File: config.mk
export PLATFORM = sky130hd
export DESIGN_NAME = msi_init_regs
export DESIGN_NICKNAME = d
export VERILOG_FILES = /design/src/msi_pkg.sv /design/src/msi_init_regs.sv
export VERILOG_INCLUDE_DIRS = /design/src
export SDC_FILE = /design/constraint.sdc
export NUM_CORES = 1
export LEC_CHECK = 0
export BUFFER_PORTS_ARGS = -buffer_cell sky130_fd_sc_hd__buf_2
export CAP_MARGIN = 30
export CELL_PAD_IN_SITES_DETAIL_PLACEMENT = 1
export CELL_PAD_IN_SITES_GLOBAL_PLACEMENT = 1
export CORE_MARGIN = 5
export CORE_UTILIZATION = 25
export CTS_CLUSTER_DIAMETER = 60
export CTS_CLUSTER_SIZE = 20
export DETAILED_ROUTE_END_ITERATION = 6
export GPL_ROUTABILITY_DRIVEN = 0
export GPL_TIMING_DRIVEN = 0
export PLACE_DENSITY_LB_ADDON = 0.1
export SYNTH_ARGS = -nofsm -noshare
export SYNTH_HDL_FRONTEND = slang
export SYNTH_SLANG_ARGS = --single-unit
File: constraint.sdc
create_clock -name CLK -period 3.3 [get_ports CLK]
set_clock_uncertainty 0.15 [all_clocks]
set_input_delay 0.66 -clock CLK [delete_from_list [all_inputs] [get_ports CLK]]
set_output_delay 0.66 -clock CLK [all_outputs]
set_load 0.02 [all_outputs]
File: src/msi_defs.svh
`ifndef MSI_DEFS_SVH
`define MSI_DEFS_SVH
// ----------------------------------------
// Word offsets
// ----------------------------------------
`define MSI_OFS_CMD 8'h02
`define MSI_OFS_MAC0 8'h03
`define MSI_OFS_MAC1 8'h04
`define MSI_OFS_FRM_LEN 8'h05
`define MSI_OFS_PAUSE 8'h06
`define MSI_OFS_RX_SEC_EMPTY 8'h07
`define MSI_OFS_RX_SEC_FULL 8'h08
`define MSI_OFS_TX_SEC_EMPTY 8'h09
`define MSI_OFS_TX_SEC_FULL 8'h0A
`define MSI_OFS_RX_AE 8'h0B
`define MSI_OFS_RX_AF 8'h0C
`define MSI_OFS_TX_AE 8'h0D
`define MSI_OFS_TX_AF 8'h0E
`define MSI_OFS_PHY_ADDR0 8'h0F
`define MSI_OFS_PCS_CTRL 8'h10
`define MSI_OFS_IPG 8'h11
`define MSI_OFS_TIMER_LO 8'h12
`define MSI_OFS_TIMER_HI 8'h13
`define MSI_OFS_IF_MODE 8'h14
`define MSI_OFS_MDIO_LO 8'h80
`define MSI_OFS_MDIO_HI 8'h9F
// ----------------------------------------
// Fields and reset values
// ----------------------------------------
`define MSI_CMD_SOFT_RST 13
`define MSI_CMD_WMASK 32'h87FFFFFF
`define MSI_CMD_RST 32'h00000000
`define MSI_PCS_RST_BIT 15
`define MSI_PCS_RO_MASK 16'h2140
`define MSI_PCS_CTRL_RST 16'h1140
`define MSI_IFM_SGMII 0
`define MSI_IFM_WMASK 16'h003F
// ----------------------------------------
// Timing counts
// ----------------------------------------
`define MSI_MAC_RST_CYC 16
`define MSI_PCS_RST_CYC 16
`define MSI_MDC_DIV 50
`define MSI_MDIO_LAST 6'h3F
`define MSI_MDIO_RX_REL 6'h2E
`define MSI_MDIO_RX_DAT 6'h30
`endif

File: src/msi_pkg.sv
package msi_pkg;
  typedef enum logic [1:0] {MSI_IDLE, MSI_MDIO, MSI_DONE} msi_state_t;

  typedef struct packed {
    logic [31:0] command;
    logic [47:0] station;
    logic [15:0] frm_len;
    logic [15:0] ipg;
    logic [15:0] pause;
    logic [15:0] tx_sec_empty;
    logic [15:0] tx_sec_full;
    logic [15:0] rx_sec_empty;
    logic [15:0] rx_sec_full;
    logic [15:0] tx_ae;
    logic [15:0] tx_af;
    logic [15:0] rx_ae;
    logic [15:0] rx_af;
    logic [31:0] autoneg_timer;
    logic [15:0] if_mode;
    logic [15:0] pcs_ctrl;
  } msi_cfg_t;
endpackage : msi_pkg

File: src/msi_init_regs.sv
`include "msi_defs.svh"
// Summary of operation
// RL1 - Host clears transmit and receive enables and polls until both read zero.
// RL2 - Writing the MAC soft-reset bit starts a reset; the bit clears itself afterwards.
// RL3 - Host should soft-reset the MAC after any speed or duplex change.
// RL4 - Host finally sets both enables and polls until they read back set.
// RL5 - Command bits 15:0 hold enables, speed, filtering, duplex, reset and loopback controls.
// RL6 - Command bits 31:16 hold address select, sleep controls, checks; 30:27 reserved.
// RL7 - Host sets section-empty to depth minus 16, almost thresholds to 3 or 8.
// RL8 - Section-full 16 gives cut-through; zero selects store-and-forward per direction.
// RL9 - Station address: four octets low word, first octet lowest; two octets second word.
// RL10 - Host sets frame length 1518, gap 12, pause quanta maximum.
// RL11 - With the sublayer, host clears speed bits 3 and 25, half duplex per status.
// RL12 - SGMII link timer 1.6 ms: 0x0D40 low word, 0x03 high word.
// RL13 - 1000BASE-X link timer 10 ms: 0x12D0 low word, 0x13 high word.
// RL14 - Interface mode 0x0003 selects SGMII with negotiation; 0x0000 is default 1000BASE-X.
// RL15 - Host enables negotiation with 0x1140; bits 6, 8, 13 free in SGMII.
// RL16 - In 1000BASE-X, sublayer control bits 6, 8 and 13 ignore writes.
// RL17 - Writing 0x9140 starts a sublayer reset; the reset bit clears itself.
// RL18 - Host should reset the sublayer after any sublayer configuration change.
// RL19 - Offsets 0x80 to 0x9F become MDIO accesses to PHY registers 0 to 31.
// RL20 - Mode bit 0 selects SGMII; bit 1 uses partner-negotiated abilities.
// RL21 - Registers sit on a 32-bit word port that shows busy during each access.
// RL22 - Host does PHY, then sublayer, then MAC setup, finishing each poll first.
module msi_init_regs #(
  parameter int MDC_DIV = `MSI_MDC_DIV,
  parameter int MAC_RST_CYC = `MSI_MAC_RST_CYC,
  parameter int PCS_RST_CYC = `MSI_PCS_RST_CYC
) (
  // Clock and reset
  input wire logic CLK,
  input wire logic RESET,
  // Register port
  input wire logic READ,
  input wire logic WRITE,
  input wire logic [7:0] ADDRESS,
  input wire logic [31:0] WRITEDATA,
  output logic [31:0] READDATA,
  output logic WAITREQUEST,
  // MDIO to external PHY
  output logic MDC,
  output logic MDIO_OUT,
  output logic MDIO_OE_N,
  input wire logic MDIO_IN,
  // Configuration to datapath
  output msi_pkg::msi_cfg_t CFG,
  output logic MAC_RESET,
  output logic PCS_RESET,
  output logic TX_STORE_FWD,
  output logic RX_STORE_FWD
);
  // ----------------------------------------
  // Access decode
  // ----------------------------------------
  msi_pkg::msi_state_t st_q;
  logic req;
  logic is_mdio;
  logic acc_wr;
  logic acc_rd;
  logic mdio_done;
  logic [31:0] rd_mux;
  logic [31:0] cmd_q;
  logic [31:0] mac0_q;
  logic [15:0] mac1_q, frm_len_q, ipg_q, pause_q, pcs_ctrl_q, if_mode_q, tmr_lo_q, tmr_hi_q;
  logic [15:0] tx_se_q, tx_sf_q, rx_se_q, rx_sf_q, tx_ae_q, tx_af_q, rx_ae_q, rx_af_q;
  logic [4:0] phy_addr_q;
  logic [15:0] mdio_cap_q;

  assign req = READ | WRITE;
  assign is_mdio = (ADDRESS >= `MSI_OFS_MDIO_LO) && (ADDRESS <= `MSI_OFS_MDIO_HI);
  assign acc_wr = (st_q == msi_pkg::MSI_IDLE) && WRITE && !is_mdio;
  assign acc_rd = (st_q == msi_pkg::MSI_IDLE) && READ && !WRITE && !is_mdio;

  // ----------------------------------------
  // Port handshake
  // ----------------------------------------
  always_ff @(posedge CLK)
  begin
    if (RESET)
    begin
      st_q <= msi_pkg::MSI_IDLE;
      WAITREQUEST <= 1'b1;
      READDATA <= 32'h00000000;
    end
    else
    begin
      case (st_q)
        msi_pkg::MSI_IDLE:
        begin
          if (req && is_mdio)
          begin
            st_q <= msi_pkg::MSI_MDIO; // RL19
          end
          else if (req)
          begin
            READDATA <= rd_mux;
            WAITREQUEST <= 1'b0; // RL21
            st_q <= msi_pkg::MSI_DONE;
          end
        end
        msi_pkg::MSI_MDIO:
        begin
          if (mdio_done)
          begin
            READDATA <= {16'h0000, mdio_cap_q};
            WAITREQUEST <= 1'b0;
            st_q <= msi_pkg::MSI_DONE;
          end
        end
        msi_pkg::MSI_DONE:
        begin
          WAITREQUEST <= 1'b1;
          st_q <= msi_pkg::MSI_IDLE;
        end
        default:
        begin
          WAITREQUEST <= 1'b1;
          st_q <= msi_pkg::MSI_IDLE;
        end
      endcase
    end
  end

  // ----------------------------------------
  // Read mux
  // ----------------------------------------
  always_comb
  begin
    case (ADDRESS)
      `MSI_OFS_CMD: rd_mux = cmd_q;
      `MSI_OFS_MAC0: rd_mux = mac0_q;
      `MSI_OFS_MAC1: rd_mux = {16'h0000, mac1_q};
      `MSI_OFS_FRM_LEN: rd_mux = {16'h0000, frm_len_q};
      `MSI_OFS_PAUSE: rd_mux = {16'h0000, pause_q};
      `MSI_OFS_RX_SEC_EMPTY: rd_mux = {16'h0000, rx_se_q};
      `MSI_OFS_RX_SEC_FULL: rd_mux = {16'h0000, rx_sf_q};
      `MSI_OFS_TX_SEC_EMPTY: rd_mux = {16'h0000, tx_se_q};
      `MSI_OFS_TX_SEC_FULL: rd_mux = {16'h0000, tx_sf_q};
      `MSI_OFS_RX_AE: rd_mux = {16'h0000, rx_ae_q};
      `MSI_OFS_RX_AF: rd_mux = {16'h0000, rx_af_q};
      `MSI_OFS_TX_AE: rd_mux = {16'h0000, tx_ae_q};
      `MSI_OFS_TX_AF: rd_mux = {16'h0000, tx_af_q};
      `MSI_OFS_PHY_ADDR0: rd_mux = {27'h0000000, phy_addr_q};
      `MSI_OFS_PCS_CTRL: rd_mux = {16'h0000, pcs_ctrl_q};
      `MSI_OFS_IPG: rd_mux = {16'h0000, ipg_q};
      `MSI_OFS_TIMER_LO: rd_mux = {16'h0000, tmr_lo_q};
      `MSI_OFS_TIMER_HI: rd_mux = {16'h0000, tmr_hi_q};
      `MSI_OFS_IF_MODE: rd_mux = {16'h0000, if_mode_q};
      default: rd_mux = 32'h00000000;
    endcase
  end

  // ----------------------------------------
  // Plain configuration registers
  // ----------------------------------------
  always_ff @(posedge CLK)
  begin
    if (RESET)
    begin
      mac0_q <= 32'h00000000;
      {mac1_q, frm_len_q, ipg_q, pause_q, tmr_lo_q, tmr_hi_q} <= '0;
      {tx_se_q, tx_sf_q, rx_se_q, rx_sf_q, tx_ae_q, tx_af_q, rx_ae_q, rx_af_q} <= '0;
      if_mode_q <= 16'h0000; // RL14
      phy_addr_q <= 5'h00;
    end
    else if (acc_wr)
    begin
      case (ADDRESS)
        `MSI_OFS_MAC0: mac0_q <= WRITEDATA; // RL9
        `MSI_OFS_MAC1: mac1_q <= WRITEDATA[15:0]; // RL9
        `MSI_OFS_FRM_LEN: frm_len_q <= WRITEDATA[15:0];
        `MSI_OFS_PAUSE: pause_q <= WRITEDATA[15:0];
        `MSI_OFS_RX_SEC_EMPTY: rx_se_q <= WRITEDATA[15:0];
        `MSI_OFS_RX_SEC_FULL: rx_sf_q <= WRITEDATA[15:0];
        `MSI_OFS_TX_SEC_EMPTY: tx_se_q <= WRITEDATA[15:0];
        `MSI_OFS_TX_SEC_FULL: tx_sf_q <= WRITEDATA[15:0];
        `MSI_OFS_RX_AE: rx_ae_q <= WRITEDATA[15:0];
        `MSI_OFS_RX_AF: rx_af_q <= WRITEDATA[15:0];
        `MSI_OFS_TX_AE: tx_ae_q <= WRITEDATA[15:0];
        `MSI_OFS_TX_AF: tx_af_q <= WRITEDATA[15:0];
        `MSI_OFS_PHY_ADDR0: phy_addr_q <= WRITEDATA[4:0]; // RL19
        `MSI_OFS_IPG: ipg_q <= WRITEDATA[15:0];
        `MSI_OFS_TIMER_LO: tmr_lo_q <= WRITEDATA[15:0];
        `MSI_OFS_TIMER_HI: tmr_hi_q <= WRITEDATA[15:0];
        `MSI_OFS_IF_MODE: if_mode_q <= WRITEDATA[15:0] & `MSI_IFM_WMASK; // RL20
        default: ;
      endcase
    end
  end

  // ----------------------------------------
  // Command word with self-clearing reset
  // ----------------------------------------
  logic [15:0] mac_rst_cnt_q;
  always_ff @(posedge CLK)
  begin
    if (RESET)
    begin
      cmd_q <= `MSI_CMD_RST;
      mac_rst_cnt_q <= 16'h0000;
    end
    else if (acc_wr && ADDRESS == `MSI_OFS_CMD)
    begin
      // Reserved bits stay zero; reset bit is set-only
      cmd_q <= (WRITEDATA & `MSI_CMD_WMASK) | (cmd_q & (32'h1 << `MSI_CMD_SOFT_RST)); // RL5 RL6
      if (WRITEDATA[`MSI_CMD_SOFT_RST])
      begin
        mac_rst_cnt_q <= 16'(MAC_RST_CYC); // RL2
      end
    end
    else if (cmd_q[`MSI_CMD_SOFT_RST])
    begin
      if (mac_rst_cnt_q <= 16'h0001)
      begin
        cmd_q[`MSI_CMD_SOFT_RST] <= 1'b0; // RL2
        mac_rst_cnt_q <= 16'h0000;
      end
      else
      begin
        mac_rst_cnt_q <= mac_rst_cnt_q - 16'h0001;
      end
    end
  end

  // ----------------------------------------
  // Sublayer control with self-clearing reset
  // ----------------------------------------
  logic [15:0] pcs_rst_cnt_q;
  always_ff @(posedge CLK)
  begin
    if (RESET)
    begin
      pcs_ctrl_q <= `MSI_PCS_CTRL_RST;
      pcs_rst_cnt_q <= 16'h0000;
    end
    else if (acc_wr && ADDRESS == `MSI_OFS_PCS_CTRL)
    begin
      if (if_mode_q[`MSI_IFM_SGMII])
      begin
        pcs_ctrl_q <= WRITEDATA[15:0] | (pcs_ctrl_q & (16'h1 << `MSI_PCS_RST_BIT)); // RL15
      end
      else
      begin
        pcs_ctrl_q <= ((WRITEDATA[15:0] & ~`MSI_PCS_RO_MASK) | (pcs_ctrl_q & `MSI_PCS_RO_MASK))
                      | (pcs_ctrl_q & (16'h1 << `MSI_PCS_RST_BIT)); // RL16
      end
      if (WRITEDATA[`MSI_PCS_RST_BIT])
      begin
        pcs_rst_cnt_q <= 16'(PCS_RST_CYC); // RL17
      end
    end
    else if (pcs_ctrl_q[`MSI_PCS_RST_BIT])
    begin
      if (pcs_rst_cnt_q <= 16'h0001)
      begin
        pcs_ctrl_q[`MSI_PCS_RST_BIT] <= 1'b0; // RL17
        pcs_rst_cnt_q <= 16'h0000;
      end
      else
      begin
        pcs_rst_cnt_q <= pcs_rst_cnt_q - 16'h0001;
      end
    end
  end

  // ----------------------------------------
  // Outputs to datapath
  // ----------------------------------------
  always_ff @(posedge CLK)
  begin
    if (RESET)
    begin
      CFG <= '0;
      MAC_RESET <= 1'b0;
      PCS_RESET <= 1'b0;
      TX_STORE_FWD <= 1'b1;
      RX_STORE_FWD <= 1'b1;
    end
    else
    begin
      CFG <= '{command: cmd_q, station: {mac1_q, mac0_q}, frm_len: frm_len_q, ipg: ipg_q, pause: pause_q,
               tx_sec_empty: tx_se_q, tx_sec_full: tx_sf_q, rx_sec_empty: rx_se_q, rx_sec_full: rx_sf_q,
               tx_ae: tx_ae_q, tx_af: tx_af_q, rx_ae: rx_ae_q, rx_af: rx_af_q,
               autoneg_timer: {tmr_hi_q, tmr_lo_q}, if_mode: if_mode_q, pcs_ctrl: pcs_ctrl_q};
      MAC_RESET <= cmd_q[`MSI_CMD_SOFT_RST]; // RL2
      PCS_RESET <= pcs_ctrl_q[`MSI_PCS_RST_BIT]; // RL17
      TX_STORE_FWD <= (tx_sf_q == 16'h0000); // RL8
      RX_STORE_FWD <= (rx_sf_q == 16'h0000); // RL8
    end
  end

  // ----------------------------------------
  // MDIO engine
  // ----------------------------------------
  logic mdio_s1_q, mdio_s2_q;
  logic [63:0] frame_q;
  logic [5:0] bit_q;
  logic [7:0] div_q;
  logic rd_op_q;
  logic mdio_go;
  assign mdio_go = (st_q == msi_pkg::MSI_IDLE) && req && is_mdio;
  assign mdio_done = (st_q == msi_pkg::MSI_MDIO) && MDC && (div_q == 8'(MDC_DIV - 1)) && (bit_q == `MSI_MDIO_LAST);

  always_ff @(posedge CLK)
  begin
    mdio_s1_q <= MDIO_IN;
    mdio_s2_q <= mdio_s1_q;
  end

  always_ff @(posedge CLK)
  begin
    if (RESET)
    begin
      MDC <= 1'b0;
      MDIO_OUT <= 1'b1;
      MDIO_OE_N <= 1'b1;
      frame_q <= '0;
      bit_q <= 6'h00;
      div_q <= 8'h00;
      rd_op_q <= 1'b0;
      mdio_cap_q <= 16'h0000;
    end
    else if (mdio_go)
    begin
      rd_op_q <= !WRITE;
      // Preamble, start, opcode, PHY, register, turnaround, data
      frame_q <= {32'hFFFFFFFF, 2'b01, (WRITE ? 2'b01 : 2'b10), phy_addr_q, ADDRESS[4:0],
                  (WRITE ? {2'b10, WRITEDATA[15:0]} : 18'h3FFFF)}; // RL19
      MDIO_OUT <= 1'b1;
      MDIO_OE_N <= 1'b0;
      bit_q <= 6'h00;
      div_q <= 8'h00;
      MDC <= 1'b0;
    end
    else if (st_q == msi_pkg::MSI_MDIO)
    begin
      if (div_q == 8'(MDC_DIV - 1))
      begin
        div_q <= 8'h00;
        MDC <= !MDC;
        if (!MDC && rd_op_q && bit_q >= `MSI_MDIO_RX_DAT)
        begin
          mdio_cap_q <= {mdio_cap_q[14:0], mdio_s2_q};
        end
        if (MDC && bit_q != `MSI_MDIO_LAST)
        begin
          bit_q <= bit_q + 6'h01;
          MDIO_OUT <= frame_q[62];
          frame_q <= {frame_q[62:0], 1'b1};
          MDIO_OE_N <= rd_op_q && (bit_q + 6'h01 >= `MSI_MDIO_RX_REL);
        end
        else if (MDC)
        begin
          MDIO_OE_N <= 1'b1;
          MDIO_OUT <= 1'b1;
        end
      end
      else
      begin
        div_q <= div_q + 8'h01;
      end
    end
  end

  // ----------------------------------------
  // Assertions
  // ----------------------------------------
  property p_mac_rst_clear;
    @(posedge CLK) disable iff (RESET) $rose(cmd_q[`MSI_CMD_SOFT_RST]) |-> ##[1:20] !cmd_q[`MSI_CMD_SOFT_RST];
  endproperty
  a_mac_rst_clear: assert property (p_mac_rst_clear) else $error("MAC reset bit did not clear"); // RL2
  property p_mac_rst_out;
    @(posedge CLK) disable iff (RESET)
      (acc_wr && ADDRESS == `MSI_OFS_CMD && WRITEDATA[`MSI_CMD_SOFT_RST]) |-> ##2 MAC_RESET;
  endproperty
  a_mac_rst_out: assert property (p_mac_rst_out) else $error("MAC reset output missing"); // RL2
  property p_pcs_rst_clear;
    @(posedge CLK) disable iff (RESET) $rose(pcs_ctrl_q[`MSI_PCS_RST_BIT]) |-> ##[1:20] !pcs_ctrl_q[`MSI_PCS_RST_BIT];
  endproperty
  a_pcs_rst_clear: assert property (p_pcs_rst_clear) else $error("Sublayer reset bit did not clear"); // RL17
  property p_pcs_ro;
    @(posedge CLK) disable iff (RESET)
      (acc_wr && ADDRESS == `MSI_OFS_PCS_CTRL && !if_mode_q[`MSI_IFM_SGMII])
      |=> ((pcs_ctrl_q & `MSI_PCS_RO_MASK) == ($past(pcs_ctrl_q) & `MSI_PCS_RO_MASK));
  endproperty
  a_pcs_ro: assert property (p_pcs_ro) else $error("Read-only control bits changed"); // RL16
  property p_store_fwd;
    @(posedge CLK) disable iff (RESET)
      (acc_wr && ADDRESS == `MSI_OFS_TX_SEC_FULL) |-> ##2 (TX_STORE_FWD == ($past(WRITEDATA[15:0], 2) == 16'h0000));
  endproperty
  a_store_fwd: assert property (p_store_fwd) else $error("Store-and-forward select wrong"); // RL8
  property p_station;
    @(posedge CLK) disable iff (RESET)
      (acc_wr && ADDRESS == `MSI_OFS_MAC0) |-> ##2 (CFG.station[7:0] == $past(WRITEDATA[7:0], 2));
  endproperty
  a_station: assert property (p_station) else $error("First octet not in low byte"); // RL9
  property p_mode;
    @(posedge CLK) disable iff (RESET)
      (acc_wr && ADDRESS == `MSI_OFS_IF_MODE) |-> ##2 (CFG.if_mode[1:0] == $past(WRITEDATA[1:0], 2));
  endproperty
  a_mode: assert property (p_mode) else $error("Interface mode not applied"); // RL20
  property p_reg_ack;
    @(posedge CLK) disable iff (RESET) (acc_wr || acc_rd) |=> !WAITREQUEST ##1 WAITREQUEST;
  endproperty
  a_reg_ack: assert property (p_reg_ack) else $error("Register access not answered in one cycle"); // RL21
  property p_mdio_busy;
    @(posedge CLK) disable iff (RESET) mdio_go |=> WAITREQUEST [*8];
  endproperty
  a_mdio_busy: assert property (p_mdio_busy) else $error("Busy dropped during MDIO access"); // RL19
  property p_resv_zero;
    @(posedge CLK) disable iff (RESET) (acc_rd && ADDRESS == `MSI_OFS_CMD) |=> (READDATA[30:27] == 4'h0);
  endproperty
  a_resv_zero: assert property (p_resv_zero) else $error("Reserved command bits not zero"); // RL6
  property p_cov_mdio;
    @(posedge CLK) disable iff (RESET) mdio_done && rd_op_q;
  endproperty
  c_cov_mdio: cover property (p_cov_mdio);
  property p_cov_mac_rst;
    @(posedge CLK) disable iff (RESET) $fell(cmd_q[`MSI_CMD_SOFT_RST]);
  endproperty
  c_cov_mac_rst: cover property (p_cov_mac_rst);
  property p_cov_pcs_rst;
    @(posedge CLK) disable iff (RESET) $fell(pcs_ctrl_q[`MSI_PCS_RST_BIT]);
  endproperty
  c_cov_pcs_rst: cover property (p_cov_pcs_rst);
endmodule : msi_init_regs

; Yosys cells after proc, flatten, opt, wreduce, memory -nomap -nowiden
; Cells that the tools add are included.
[totals]
in_bits = 45
wordCells = 201
ff_bits = 795
[classes]
n_bitwise = 6
addsub = 4
reduce_logical = 58
n_mux = 41
eq_ne = 29
n_lt_le_gt_ge = 6
[ops]
columns = operator, count
row1 = $pmux W32 S19, 1
row2 = $mux W63, 4
row3 = $mux W16, 9
row4 = $mux W32, 3
row5 = $eq A8 B4 Y1 const B, 8
row6 = $pmux W32 S2, 1
row7 = $reduce_and A2 Y1, 21
row8 = $eq A8 B5 Y1 const B, 5
row9 = $eq A8 B3 Y1 const B, 4
row10 = $le A16 B1 Y1 const B, 2
row11 = $logic_not A16 Y1, 2
row12 = $or A16 B16 Y16, 2
row13 = $or A32 B14 Y32, 1
row14 = $sub A16 B1 Y16 const B, 2
row15 = $mux W17, 1
row16 = $eq A8 B2 Y1 const B, 2
row17 = $or A16 B14 Y16, 1
row18 = $logic_and A1 B1 Y1, 15
row19 = $mux W1, 15
row20 = $reduce_and A3 Y1, 5
row21 = $reduce_bool A2 Y1, 7
row22 = $ge A6 B6 Y1 const B, 2
row23 = $ne A2 B2 Y1 const B, 5
row24 = $add A8 B1 Y8 const B, 1
row25 = 19 further kinds, 25

; Logic depth before layout (Yosys ltp)
[depth]
depth_word = 7
ltp_mapped = 11
mapped_depth_nobuf = 8

; Least setup slack after synthesis
; Ideal clock, no wire load.
[synth_timing]
kind = in2reg
start = input ADDRESS[7]
end = register mac_rst_cnt_q[14]
cell_stages = 7
path_buffers = 1
setup_slack_ps = 457
arrival_time_ps = 2571
setup_ps = 122
path_cell_list = or4_1 -> or3_1 -> o21ai_1 -> or3_1 -> clkbuf_1 -> nor2_1 -> a221o_1
[synth_between]
elab_chain_len = 7
[synth_rtl]
columns = element, line_no
row1 = "start, declared", msi_init_regs.sv:36  ; input wire logic [7:0] ADDRESS,
row2 = $ge A8 B8 Y1 (no source line) / $le A8 B8 Y1 (equally long branches), --
row3 = $logic_and A1 B1 Y1, msi_init_regs.sv:70  ; assign is_mdio = (ADDRESS >= `MSI_OFS_MDIO_LO) && (ADDRESS <= `MSI_OFS_MDIO_HI);
row4 = $logic_not A1 Y1, --
row5 = $logic_and A1 B1 Y1, msi_init_regs.sv:71  ; assign acc_wr = (st_q == msi_pkg::MSI_IDLE) && WRITE && !is_mdio;
row6 = $logic_and A1 B1 Y1 (no source line) (*), --
row7 = $ne A2 B2 Y1 (no source line) / $reduce_bool A2 Y1 (equally long branches), --
row8 = $reduce_and A2 Y1 (no source line), --
row9 = "end signal, assigned", msi_init_regs.sv:208  ; mac_rst_cnt_q <= 16'(MAC_RST_CYC);
row10 = "end signal, assigned", msi_init_regs.sv:220  ; mac_rst_cnt_q <= mac_rst_cnt_q - 16'h0001;
row11 = "end, declared", msi_init_regs.sv:194  ; logic [15:0] mac_rst_cnt_q;
; Every way passes the cells marked *; elsewhere a longest branch is shown, timed or not.
; A chain may end at the register's enable or synchronous reset.

; Worst setup path after layout
[layout_timing]
start = input ADDRESS[0]
end = register tx_se_q[14]
[layout_between]
elab_chain_len = 5
[layout_rtl]
columns = element, line_no
row1 = $ge A8 B8 Y1 (no source line) / $le A8 B8 Y1 (equally long branches), --
row2 = $logic_and A1 B1 Y1, msi_init_regs.sv:70
row3 = $logic_not A1 Y1, --
row4 = $logic_and A1 B1 Y1, msi_init_regs.sv:71
row5 = $reduce_and A2 Y1 (no source line) (*), --
row6 = "end signal, assigned", msi_init_regs.sv:175  ; `MSI_OFS_TX_SEC_EMPTY: tx_se_q <= WRITEDATA[15:0];
row7 = "end, declared", msi_init_regs.sv:65  ; logic [15:0] tx_se_q, tx_sf_q, rx_se_q, rx_sf_q, tx_ae_q, tx_af_q, rx_ae_q, rx_af_q;
; Marks and branches as above.

==> run metrics <==
status finished, violations left; failing checks setup timing; drt wl/cell 27.8 µm; clk slew on worst S/H paths 0.07 ns; metal3 WL 9740 µm; H-tree levels 3; # DRC 0; Yosys reg bits 785; Port Buffers 376; PD cells 580 nW/µm²; Main synth FF type dfxtp_1; FF-to-FF Start st_q[0]; M1 WL 64400 µm; area grow syn2layout 27.2%; fin worst setup slack -0.0198 ns; clock sinks 785; final WL 149000 µm; WP buf/inv 5; Clock Latency Late Sink 0.68 ns; most frequent cells after synthesis dfxtp_1 (785), nand2_1 (687), a21oi_1 (373), nor2b_1 (312), clkbuf_1 (220); met2 WL post-DR 68700 µm; DIE WIDTH 349 µm; Multi-input gate area 12000 µm²; Clock Tree Root clkbuf_16; worst setup path startpoint ADDRESS[0]; antenna violations before repair 17; synth warn 0; Layout Nets 3819; CP max-delay cell nor3_1; row cnt 124; CTS tree yes; final non-filler cell total 5361; syn_area_per_cell 8.83 µm²; Slew Viols, Final 0; CP delay by family, top simple AND/OR/NAND/NOR gates; Post-DRT Antenna Nets 0; vias in the first global route 26.5k; Netlist cell types 78; Rel. slew slack 20.7%; HPWL after detailed placement 116000 µm; Post-CTS Setup Bufs 0; Max-Cap Viols 0; Place WS -1.74 ns; Netlist Area Pre-Place 28700 µm²; Final Cell Area 36500 µm²; Fillers 13.4k; FMAX 301 MHz; Final Hold Vio Count 0; Post-synth EDFFs 0; largest net degree at the start of global routing 21; Synth area leaders dfxtp_1 (55%), nand2_1 (9.0%), nor2b_1 (6.8%); setup total negative slack -0.0758 ns; Post-Syn Instances 3248; worst-path maximum fanout 10; slowest stage delay, CP 0.98 ns; top routing layer used met5; Vert. Die Dim 349 µm; worst-margin pin slew 1.17 ns; TritonRoute pass-1 iters 6; maximum clock insertion buffer count 3; DP Cell Count 5189; Crit path arrival time 3.77 ns; DRT iter0 DRCs 2012; CP Launch Type input pin; share of cells above drive strength 1 18.8%; Async S/R FF share, synth 0%; Hold WS 0.0901 ns; CP Cell Sequence buf_2 -> clkbuf_4 -> buf_2 -> buf_8 -> nand2_1 -> nor3_1 -> clkbuf_1 -> nand2_1 -> a21oi_1; Yosys top cell by area dfxtp_1; fin crit share 101%; post-route minimum period 3.32 ns; Worst Path Required 3.75 ns; GRT Util Overall 23.6%; most common cell in the synthesized netlist dfxtp_1; Sequential Area 15700 µm²; Hold Crit Class input pin to flip-flop; initial core utilization 25.1%; Placed Area 33100 µm²; VDD IR max 0.338 mV; Seq/Total Area, Yosys 54.8%; core area 114000 µm²; # IOs 405; Leak Pwr 0.0142 µW; final setup violation count 6; unrepaired setup endpoints after global routing yes; top-area cell type share of the netlist area 54.8%; vias 26.3k; global-route wire length before repair 206000 µm; vias per cell 4.91; Worst setup EP type flip-flop; CTS buffer count 87; GRT overflow 0; hold path start WRITEDATA[20]; worst setup path class input pin to flip-flop; die footprint 122000 µm²
## state kept, by name, indices dropped and copies added (netlist names), 28 cells and up
name	cells
CFG	306
frame_q	63
READDATA	32
mac0_q	32
cmd_q	28
## timing repair
item                                    4_1_cts  5_1_grt
pin swaps                                     0        1
endpoints found under the setup margin      158      154
endpoints found under the hold margin         1        0
hold buffers                                  1        0
resized for setup                            35       35
## per-stage QoR
step	util, %	total power (µW)
CTS	31.9	21400
global route	31.9	21800
global placement	28.5	10700
floorplan	-	10200
finish	32.0	21200
detailed placement	29.0	10800
## power breakdown
group          switching (µW)  total (µW)  internal, µW  leakage [µW]
Sequential               34.4        9550          9520       0.00633
Combinational             824        1080           252       0.00639
Clock                    4870       10600          5690       0.00151
Total                    5720       21200         15500        0.0142
## cell usage in the layout, fill, tap and decap left out, types with 14 or more instances in the layout
cell and n:
nor2_1 175, buf_4 19, buf_8 32, nor4_1 17, conb_1 14, a221oi_1 27
nand3_1 39, inv_6 15, clkbuf_16 88, or3_1 19, a21oi_1 372, nor2b_1 312
clkbuf_1 199, o21ai_0 30, and3_1 14, nor3_1 85, mux2i_1 56, a22oi_1 52
xnor2_1 23, clkbuf_2 23, o211ai_1 15, nand2_1 687, dfxtp_1 785, mux2_2 25
inv_1 27, buf_2 397
## metal layers
| metal | track usage [%] | up-vias |
|---|---|---|
| li1 | - | 12000 |
| met1 | 30.9 | 13100 |
| met2 | 39.0 | 972 |
| met3 | 4.28 | 273 |
| met4 | 8.56 | 4 |
| met5 | 0 | - |
## tightest hold or removal path, delay by kind of cell
family                 cells  cell delay [ns]
and+or+nand+nor            1             0.05
buffers and inverters      1             0.11
AOI/OAI and AO/OA          1             0.05
## path summary, 6_finish.rpt
kind                                    endpoint  slack [ns]  cells after the start
worst min register to register         mdio_s2_q        0.21                      0
worst max register to register  pcs_rst_cnt_q[1]        0.03                      6
worst min-delay path                   cmd_q[20]        0.09                      3
worst max-delay path                 tx_se_q[14]       -0.02                      9
## area by class of cell
| type | count | area share (%) |
|---|---|---|
| diodes | 9 | 0.0617 |
| repair buffers | 419 | 6.90 |
| plain buffers | 269 | 3.17 |
| inverters | 28 | 0.288 |
| multi-input cells | 2176 | 32.8 |
| well taps | 1512 | 5.18 |
| clock buffers | 98 | 6.33 |
| flip-flops and latches | 785 | 43.1 |
| clock inverters | 65 | 2.25 |
## kinds of logic after synthesis
family	after synthesis	share of synthesized area, %
other	1	0.0131
AO/OA/AOI/OAI	622	13.2
multiplexers	89	3.56
AND/OR/NAND/NOR	1411	22.9
flip-flops	785	54.8
buffers and inverters	300	4.25
adder cells (fa/ha/maj)	9	0.384
XOR/XNOR	31	0.946
Power figures use the tool's default switching activity.
